===== src/common/iam_defines.svh =====
// address-map constants for the indirect address mapper
`ifndef IAM_DEFINES_SVH
`define IAM_DEFINES_SVH

// linear window over the banked general purpose ram
`define IAM_LIN_BASE 16'h2000
`define IAM_LIN_LAST 16'h29af
// bytes of general purpose ram per bank
`define IAM_RAM_BLOCK 16'h0050
// banks reached by the window: (last - base + 1) / block
`define IAM_RAM_BANKS 5'h1f

// pointer bit that selects the program flash half
`define IAM_FLASH_SEL_BIT 15
// read data for locations with nothing behind them
`define IAM_UNIMPL_DATA 8'h00

// field widths
`define IAM_PTR_W 16
`define IAM_BANK_W 5
`define IAM_OFS_W 7
`define IAM_FADDR_W 15
`define IAM_FWORD_W 16
`define IAM_DATA_W 8

// reset values
`define IAM_RST_DATA 8'h00
`define IAM_RST_BANK 5'h00
`define IAM_RST_OFS 7'h00
`define IAM_RST_FADDR 15'h0000

`endif


===== src/common/iam_pkg.sv =====
// types shared by the indirect address mapper
`include "iam_defines.svh"

package iam_pkg;

  // where a pointer lands
  typedef enum logic [1:0] {
    IAM_REG_NONE  = 2'b00,
    IAM_REG_RAM   = 2'b01,
    IAM_REG_FLASH = 2'b10
  } iam_region_e;

  // access sequencer states
  typedef enum logic [1:0] {
    IAM_ST_IDLE   = 2'b00,
    IAM_ST_RAM    = 2'b01,
    IAM_ST_FLASH  = 2'b10,
    IAM_ST_FEXTRA = 2'b11
  } iam_state_e;

  typedef logic [`IAM_PTR_W-1:0] iam_ptr_t;
  typedef logic [`IAM_BANK_W-1:0] iam_bank_t;
  typedef logic [`IAM_OFS_W-1:0] iam_ofs_t;
  typedef logic [`IAM_FADDR_W-1:0] iam_faddr_t;
  typedef logic [`IAM_FWORD_W-1:0] iam_fword_t;
  typedef logic [`IAM_DATA_W-1:0] iam_data_t;

endpackage : iam_pkg


===== src/common/iam_dec_if.sv =====
// pointer decode bundle between the sequencer and the decoder
`timescale 1ns/10ps
`default_nettype none

interface iam_dec_if;
  import iam_pkg::*;

  iam_ptr_t ptr;
  iam_region_e region;
  iam_bank_t bank;
  iam_ofs_t ofs;
  iam_faddr_t faddr;

  modport dec (input ptr, output region, output bank, output ofs, output faddr);
  modport use_side (output ptr, input region, input bank, input ofs, input faddr);
endinterface : iam_dec_if

`default_nettype wire


===== src/logic/iam_decoder.sv =====
// combinational pointer decoder: region, bank, offset, flash word
`timescale 1ns/10ps
`default_nettype none

`include "iam_defines.svh"

module iam_decoder (
  iam_dec_if.dec dec
);
  import iam_pkg::*;

  logic [15:0] lin;
  logic [15:0] bank_full;
  logic [15:0] ofs_full;

  always_comb
  begin
    lin = dec.ptr - `IAM_LIN_BASE;
    bank_full = lin / `IAM_RAM_BLOCK;
    ofs_full = lin - 16'(bank_full * `IAM_RAM_BLOCK);
  end

  // contiguous banks: quotient steps the bank
  assign dec.bank = bank_full[`IAM_BANK_W-1:0];
  assign dec.ofs = ofs_full[`IAM_OFS_W-1:0];
  // low fifteen bits form the flash word address
  assign dec.faddr = dec.ptr[`IAM_FADDR_W-1:0];

  // region select; flash bit wins over everything below it
  always_comb
  begin
    // upper half of pointer space is flash
    if (dec.ptr[`IAM_FLASH_SEL_BIT])
    begin
      dec.region = IAM_REG_FLASH;
    end
    // only the banked window, never common bytes
    else if (dec.ptr >= `IAM_LIN_BASE && dec.ptr <= `IAM_LIN_LAST)
    begin
      dec.region = IAM_REG_RAM;
    end
    else
    begin
      dec.region = IAM_REG_NONE;
    end
  end
endmodule : iam_decoder

`default_nettype wire


===== src/logic/iam_mapper.sv =====
// indirect pointer address mapper: ram window and flash byte view
`timescale 1ns/10ps
`default_nettype none

`include "iam_defines.svh"

module iam_mapper (
  input wire logic clk_sys_in,
  input wire logic nrst_in,
  // core side
  input wire logic req_valid_in,
  input wire logic req_write_in,
  input wire logic [7:0] pointer_high_byte_in,
  input wire logic [7:0] pointer_low_byte_in,
  input wire iam_pkg::iam_data_t req_wdata_in,
  output logic busy_out,
  output logic done_out,
  output iam_pkg::iam_data_t rdata_out,
  // general purpose ram side
  output logic ram_rd_out,
  output logic ram_wr_out,
  output iam_pkg::iam_bank_t ram_bank_out,
  output iam_pkg::iam_ofs_t ram_offset_out,
  output iam_pkg::iam_data_t ram_wdata_out,
  input wire iam_pkg::iam_data_t ram_rdata_in,
  // program flash side
  output logic flash_rd_out,
  output iam_pkg::iam_faddr_t flash_addr_out,
  input wire iam_pkg::iam_fword_t flash_rdata_in
);
  import iam_pkg::*;

  iam_dec_if dec_bus ();

  iam_state_e state_q;
  iam_state_e state_d;
  iam_region_e region_q;
  logic write_q;
  logic done_q;
  iam_data_t rdata_q;
  iam_bank_t bank_q;
  iam_ofs_t ofs_q;
  iam_data_t wdata_q;
  iam_faddr_t faddr_q;
  logic take_req;

  // pointer assembly from the two bytes
  assign dec_bus.ptr = {pointer_high_byte_in, pointer_low_byte_in};

  iam_decoder u_decoder (
    .dec (dec_bus.dec)
  );

  // a request is only taken while idle; others are dropped, not queued
  assign take_req = req_valid_in && (state_q == IAM_ST_IDLE);

  // next-state logic for the access sequencer
  always_comb
  begin
    state_d = state_q;
    unique case (state_q)
      IAM_ST_IDLE:
      begin
        if (take_req)
        begin
          // flash path gets its own longer sequence
          if (dec_bus.region == IAM_REG_FLASH)
          begin
            state_d = IAM_ST_FLASH;
          end
          else
          begin
            state_d = IAM_ST_RAM;
          end
        end
      end
      IAM_ST_RAM:
      begin
        // ram and unmapped accesses both finish after one busy cycle
        state_d = IAM_ST_IDLE;
      end
      IAM_ST_FLASH:
      begin
        state_d = IAM_ST_FEXTRA;
      end
      IAM_ST_FEXTRA:
      begin
        // the flash word is sampled at the end of this cycle
        state_d = IAM_ST_IDLE;
      end
    endcase
  end

  // sequencer state register
  always_ff @(posedge clk_sys_in)
  begin
    if (!nrst_in)
    begin
      state_q <= IAM_ST_IDLE;
    end
    else
    begin
      state_q <= state_d;
    end
  end

  // request capture; the decode is frozen so the core may move on
  always_ff @(posedge clk_sys_in)
  begin
    if (!nrst_in)
    begin
      region_q <= IAM_REG_NONE;
      bank_q <= `IAM_RST_BANK;
      ofs_q <= `IAM_RST_OFS;
      faddr_q <= `IAM_RST_FADDR;
    end
    else if (take_req)
    begin
      region_q <= dec_bus.region;
      // bank and offset from the decoder
      bank_q <= dec_bus.bank;
      ofs_q <= dec_bus.ofs;
      // flash word address straight from the pointer
      faddr_q <= dec_bus.faddr;
    end
  end

  // direction and write data, held through the strobe cycle
  always_ff @(posedge clk_sys_in)
  begin
    if (!nrst_in)
    begin
      write_q <= 1'b0;
      wdata_q <= `IAM_RST_DATA;
    end
    else if (take_req)
    begin
      write_q <= req_write_in;
      wdata_q <= req_wdata_in;
    end
  end

  // memory strobes; unmapped accesses raise none at all
  always_comb
  begin
    ram_rd_out = 1'b0;
    ram_wr_out = 1'b0;
    flash_rd_out = 1'b0;
    if (state_q == IAM_ST_RAM && region_q == IAM_REG_RAM)
    begin
      ram_rd_out = !write_q;
      ram_wr_out = write_q;
    end
    // a write to the flash half issues no flash strobe
    if (state_q == IAM_ST_FLASH && !write_q)
    begin
      flash_rd_out = 1'b1;
    end
  end

  // completion pulse, in the cycle after the last busy cycle
  always_ff @(posedge clk_sys_in)
  begin
    if (!nrst_in)
    begin
      done_q <= 1'b0;
    end
    else
    begin
      done_q <= (state_q == IAM_ST_RAM) || (state_q == IAM_ST_FEXTRA);
    end
  end

  // read data capture; writes leave the last read value standing
  always_ff @(posedge clk_sys_in)
  begin
    if (!nrst_in)
    begin
      rdata_q <= `IAM_RST_DATA;
    end
    else if (state_q == IAM_ST_RAM && !write_q)
    begin
      // nothing behind the location reads as zero
      if (region_q == IAM_REG_RAM)
      begin
        rdata_q <= ram_rdata_in;
      end
      else
      begin
        rdata_q <= `IAM_UNIMPL_DATA;
      end
    end
    else if (state_q == IAM_ST_FEXTRA && !write_q)
    begin
      // only the low byte of the flash word is visible
      rdata_q <= flash_rdata_in[`IAM_DATA_W-1:0];
    end
  end

  // core stalls while any access is in flight
  assign busy_out = (state_q != IAM_ST_IDLE);
  // registered copies, so the memories see a steady address all access
  assign done_out = done_q;
  assign rdata_out = rdata_q;
  assign ram_bank_out = bank_q;
  assign ram_offset_out = ofs_q;
  assign ram_wdata_out = wdata_q;
  assign flash_addr_out = faddr_q;

endmodule : iam_mapper

`default_nettype wire


===== config.mk =====
export PLATFORM = sky130hd
export DESIGN_NAME = iam_mapper
export DESIGN_NICKNAME = d
export VERILOG_FILES = /design/src/common/iam_pkg.sv /design/src/common/iam_dec_if.sv /design/src/logic/iam_decoder.sv /design/src/logic/iam_mapper.sv
export VERILOG_INCLUDE_DIRS = /design/src /design/src/common
export SDC_FILE = /design/constraint.sdc
export NUM_CORES = 1
export LEC_CHECK = 0
export BUFFER_PORTS_ARGS = -buffer_cell sky130_fd_sc_hd__buf_2
export CAP_MARGIN = 20
export CORE_MARGIN = 2
export CORE_UTILIZATION = 58
export DETAILED_ROUTE_END_ITERATION = 10
export GPL_TIMING_DRIVEN = 0
export PLACE_DENSITY = 0.93
export SYNTH_ARGS = -nofsm -noshare
export SYNTH_HDL_FRONTEND = slang
export SYNTH_SLANG_ARGS = --single-unit

===== constraint.sdc =====
create_clock -name clk_sys_in -period 9.3 [get_ports clk_sys_in]
set_clock_uncertainty 0.05 [all_clocks]
set_input_delay 0.465 -clock clk_sys_in [delete_from_list [all_inputs] [get_ports clk_sys_in]]
set_output_delay 0.465 -clock clk_sys_in [all_outputs]
set_load 0.01 [all_outputs]

# Word level (Yosys, flattened, before mapping)

Cells that the tools add are included.

Bits in registers: 49
Latch bits: 0
Bits in writable memories: 0
ROM bits: 0
Input bits: 52
Output and inout bits: 48
Memories: 0

Add/subtract/negate cells: 2
$mul: 1
Div/mod/pow operators: 1
$lt $le $gt $ge: 2
Eq/ne operators: 6
Shift operators: 0
Muxes and demuxes: 11
Bitwise gates (word level): 0
Reduce and logical (&&, ||, !) cells: 12

Operators with widths:

| kind                     | number |
|---|---|
| $mux W8                  | 3 |
| $div A16 B7 Y16 const B  | 1 |
| $ge A16 B14 Y1 const B   | 1 |
| $le A16 B14 Y1 const B   | 1 |
| $mul A16 B3 Y3 const B   | 1 |
| $sub A16 B14 Y16 const B | 1 |
| $sub A7 B7 Y7            | 1 |
| $eq A2 B2 Y1 const B     | 3 |
| $logic_and A1 B1 Y1      | 6 |
| $mux W2                  | 3 |
| $pmux W2 S3              | 1 |
| $eq A2 B1 Y1 const B     | 2 |
| $mux W1                  | 4 |
| $reduce_bool A2 Y1       | 2 |
| $logic_not A2 Y1         | 1 |
| $ne A2 B2 Y1 const B     | 1 |
| $reduce_or A2 Y1         | 1 |
| $logic_not A1 Y1         | 1 |
| $logic_or A1 B1 Y1       | 1 |

# Longest topological paths before layout

Word-level depth: 8
Gate-level depth with buffers: 28
Depth with buffers taken out: 24

# By module

From an unflattened synthesis, not the netlist that was laid out.

Cell total of the unflattened synthesis: 485
Area, all modules: 3822.4 sq um

Modules (own cells, without submodules):

| module      | times used | cells each | area an instance (sq um) |
|---|---|---|---|
| iam_decoder | 1          | 265        | 1926.8 |
| iam_mapper  | 1          | 220        | 1895.6 |

# Worst setup path before layout

No wires, ideal clock.

Kind: input-to-reg
From: input port pointer_high_byte_in[5]
To: register ofs_q[6], in the netlist ram_offset_out[6]
Data arrival time: 6.225 ns
Data required time: 9.130 ns
Setup slack: 2.905 ns
Stages: 25
Path buffers: 1
Cell sequence: inv_1 > ha_1 > or3b_2 > or4_4 > a2111o_1 > nand4_4 > nor3_2 > or4_4 > nand2b_4 > a41o_1 > buf_4 > a41oi_4 > xnor2_2 > maj3_2 > a21oi_1 > or3b_4 > nor4_1 > and4bb_1 > nand2_1 > ha_1 > inv_1 > fa_1 > xnor2_1 > and3_1 > o31a_1

Word-level cells in the longest chain between the ends: 4

Ends and longest elaborated chain:

| what                              | RTL line          | source |
|---|---|---|
| start: declaration                | iam_mapper.sv:13  | `input wire logic [7:0] pointer_high_byte_in,` |
| $sub A16 B14 Y16 (no source line) | n/a               |  |
| $div A16 B7 Y16 (no source line)  | n/a               |  |
| named net dec_bus.bank[0]         | iam_dec_if.sv:10  | `iam_bank_t bank;` |
| $mul A16 B3 Y3 (no source line)   | n/a               |  |
| $sub A7 B7 Y7                     | iam_decoder.sv:20 | `` ofs_full = lin - 16'(bank_full * `IAM_RAM_BLOCK); `` |
| end signal: assignment            | iam_mapper.sv:114 | `` ofs_q <= `IAM_RST_OFS; `` |
| end signal: assignment            | iam_mapper.sv:122 | `ofs_q <= dec_bus.ofs;` |
| end: declaration                  | iam_mapper.sv:42  | `iam_ofs_t ofs_q;` |

The timed path passes the listed nets, and every way through them passes these cells.
A chain may end at the register's enable or synchronous reset.

# Worst setup path after layout

Same ends and word-level chain as after synthesis.

==> results list <==
- The flow ran to the end, and the final reports show no timing, DRC or antenna violations.
* Gate Count Post-Synth: slightly above 500
- Worst reg-to-reg path cell count: 6
- The routed layout has roughly 4,500 vias.
- Maximum number of pins on one net before global-route repair: 15
* Register area: around 900 sq um
- Setup repair after global routing left no endpoint under its margin.
* Top post-synthesis cells by area: sky130_fd_sc_hd__dfxtp_1, sky130_fd_sc_hd__nand2_1, sky130_fd_sc_hd__a21boi_0
- In the synthesized netlist the dominant register cell turns out to be sky130_fd_sc_hd__dfxtp_1.
- The number of antenna violations at the first check in global routing was 0.
- Wire length of the first global-routing pass: 19,380 microns
- Met2 GRT Util: a little over half
- Reg-to-reg startpoint: state_q[0]
- Wire length after detailed routing: roughly 12,000 microns
- Slew margin rel.: a little over two fifths
- The worst setup path is launched from an input pin.
- Multi-input gate area: between 0.002 and 0.003 sq mm
- Number of max-cap violations: 0
- The number of global-route vias before repair was 4,078.
- Capturing point of the worst reg2reg path: flash_addr_out[13]
- In this run the standard cell core region covers around 0.0063 sq mm.
- The max-slew violation total from the final report came to 0.
- Proportion of total power due to net switching: 43.19%
- Global routing used between 30% and 40% of the available tracks.
- Routability-driven placement congestion ratio: between 0.9 and 1
- The tree built by TritonCTS fans out to 45 sinks.
* Worst Path Required: roughly 9400 ps
- P_sw: approximately 350 uW
- Total clock buffers created by CTS: 5
* Boundary pin count: 100
- Worst hold path stage count: 3
- Number of hold violations in the final report: 0
* Clock latency on the worst-skew pair: approximately 300 ps
- After the first detailed-routing iteration, the DRC count stood at 522.
* Horiz. Die Dim: approximately 85 microns
* Die height: about 85 microns
* Setup slack after placement: around 1800 ps
* Final period util: between 80% and 90%
- Post-DR vias/cell: between 6 and 7
* CTS tree: done
* Final min period: 7459 ps
- H-tree level count: 2
- The worst setup path is of the input pin to flip-flop kind.
- In this run the static leakage power is just under 2 nW.
- Synth async-reset ratio: 0%
- Hold buffers post-CTS: 0
- Syn. warnings: 0
* Arrival time reported for the critical path endpoint: approximately 7600 ps
- The cell area that synthesis handed to floorplanning was 0.003815 sq mm.
* Post-Synthesis Mean Instance Area: roughly 7.5 sq um
* Most frequent cells in the layout: sky130_fd_sc_hd__nand2_1, sky130_fd_sc_hd__buf_2, sky130_fd_sc_hd__dfxtp_1
* Number of antenna repair diodes: 0
- Setup slack on the critical path of the routed design comes to approximately 1800 ps.
- In the final routed layout, each cell accounts on average for approximately 17 microns.
- M1 GR Usage: 43.03%
* Sequential element share of the synthesized area: about a quarter
- Summed over all failing endpoints, the final setup total negative slack is 0 ps.
* Hold endpoint: ram_wdata_out[7]
- The first detailed-routing pass took 5 iterations.
- Once the clock tree was built, the setup fixing pass inserted 0 buffers.
- The setup check on the worst reg-to-reg path leaves a slack of 7330 ps.
* Clk root buf: sky130_fd_sc_hd__clkbuf_8
- Area growth from synthesis to layout: 16.89%
- Once detail routing completed, the nets flagged for antenna violations numbered 0.
* Fraction of layout instances using a drive strength above 1: 22.68%
- The library cell used most frequently in the layout, excluding fill and tap cells, is sky130_fd_sc_hd__nand2_1.
- Remaining routing DRC violations: 0
- Critical path peak fanout: 10
* Number of input and output port buffers inserted: just under 90
* Part of the power in the clock network: a little under a fifth
* Cell internal pwr: between 400 and 500 uW
- Post-cts gate resize count: 0
- Count of distinct cell types in the synthesized netlist: between 80 and 90
* Placed cell count: 674
* Initial cell density of the core: 60.08%
* Slew at the pin with the worst max-slew slack: approximately 860 ps
- Setup violations remaining at the end of the flow were counted as 0.
- Biggest area consumer among synthesized cells: sky130_fd_sc_hd__dfxtp_1
* Max clock buf depth: 2
- Final net count: 660
- Filler cells: 510
- The path class of the tightest hold or removal check is input pin to flip-flop.
* Max Clk Rate: between 100 and 150 MHz
- Cell Pwr Density: between 150 and 200 mW/mm^2
- Placed wire-length estimate: ~9000 microns
- Total grt overflow: 0
- The die covers between 0.007 and 0.008 sq mm.
* Max rail drop VDD: approximately 150 uV
- Clock-pin slew was measured on the worst setup and hold paths at roughly 90 ps.
- Count of state elements after synthesis: 45
- met2 is the most crowded layer.
- The worst setup path is captured at a flip-flop.
- CP peak stage delay: around 740 ps
* Launch instance of the worst min-delay path: req_wdata_in[7]
- Library cell contributing the largest single delay on the critical path: sky130_fd_sc_hd__nor4_1
* Fraction of synthesized cell area taken by the top area cell type: about a quarter
- Of the total power, registers draw 27.3%.
* Number of cells in the finished layout apart from fillers: slightly below 700
- Met3 layer usage reported by global route: under 10%
* Net count after synthesis: approximately 570
- Counting flops with a built-in enable in the synthesized netlist gives 0.
* Core Rows: 29
- Portion of total power attributed to combinational logic: a little over half
[logic make-up after synthesis]
group / count (synthesis) / share of synthesized area [%]
AOI/OAI and AO/OA: 175 / 35.59
buffers and inverters: 56 / 6.691
xor gates and xnor gates: 8 / 2.034
and+or+nand+nor: 212 / 28.11
DFF: 45 / 23.61
muxes: 6 / 1.640
adders and majority gates: 7 / 2.329
[state kept, by name, summed over array words and instances, names as in the netlist]
| name | cells |
|---|---|
| ram_bank_out | 5 |
| flash_addr_out | 11 |
| done_out | 1 |
| ram_offset_out | 7 |
| write_q | 1 |
| ram_wdata_out | 8 |
| region_q | 2 |
| rdata_out | 8 |
| state_q | 2 |
[metrics by stage]
step	hold slack (ps)	utilization, %	total power [mW]	area [sq um]
2_1_floorplan	393.9	-	0.5395	3815
3_3_place_gp	398.1	68.53	0.6286	4352
3_5_place_dp	412.1	68.53	0.6435	4352
4_1_cts	349.4	70.23	0.7901	4459
5_1_grt	347.0	70.23	0.8495	4459
6_report	349.5	70.23	0.8027	4459
[metal layers]
layer | vias to the layer above | share of wire (%)
li1 | 2083 | -
met1 | 2071 | 40
met2 | 292 | 47
met3 | 41 | 9.8
met4 | 0 | 2.6
met5 | - | 0
[cell type report]
| type | instances | share of cell area [%] |
|---|---|---|
| multi-input combinational | 408 | 59.62 |
| sequential | 45 | 20.20 |
| timing repair buffer | 88 | 9.877 |
| buffer | 41 | 4.461 |
| tap | 77 | 2.160 |
| clock buffer | 5 | 1.543 |
| inverter | 15 | 1.263 |
| clock inverter | 2 | 0.8698 |
[worst max path at each step]
| stage | startpoint | depth (start not counted) | to |
|---|---|---|---|
| 6_report | pointer_high_byte_in[5] | 25 | ram_offset_out[6] |
| 3_3_place_gp | pointer_high_byte_in[5] | 25 | ram_offset_out[6] |
| 3_5_place_dp | pointer_high_byte_in[5] | 25 | ram_offset_out[6] |
| 5_1_grt | pointer_high_byte_in[5] | 25 | ram_offset_out[6] |
| 4_1_cts | pointer_high_byte_in[5] | 25 | ram_offset_out[6] |
| 2_1_floorplan | pointer_high_byte_in[5] | 25 | ram_offset_out[6] |
[critical path, delay by kind of cell]
kind | cells | cell delay (ps)
xor gates and xnor gates | 2 | 780
and+or+nand+nor | 6 | 1950
AOI/OAI and AO/OA | 8 | 2340
buffers and inverters | 4 | 800
adders and majority gates | 3 | 750
muxes | 2 | 510
[power groups by stage]
stage / clock network (mW) / logic (mW) / registers [mW]
after floorplan: 0 / 0.311 / 0.229
after global placement: 0 / 0.406 / 0.222
after detailed placement: 0 / 0.421 / 0.223
after CTS: 0.147 / 0.424 / 0.219
after global routing: 0.157 / 0.472 / 0.221
final: 0.148 / 0.436 / 0.219
[Yosys cell counts, drive strengths merged, types with 3 or more instances]
library cell  count
o211a            16
a22oi             9
a211oi            7
o31a              3
nor3b             3
nor2b             3
a21oi            25
nor4              7
or2               3
o221ai            6
mux2i             4
ha                3
a31oi             8
nand4             6
maj3              3
nand2            97
a31o              4
xnor2             6
a41oi             4
clkbuf           28
nor3             15
or3b              3
o211ai            5
and3              4
nand3            13
o22ai             5
o311a             3
or4               5
a21boi           28
dfxtp            45
a211o             4
nand2b            7
nor2             31
or3               6
o21a              5
o31ai             3
buf              13
o21ai            17
a32oi             5
and2              3
inv              14
Note: power is estimated with default switching activity, not from simulation.
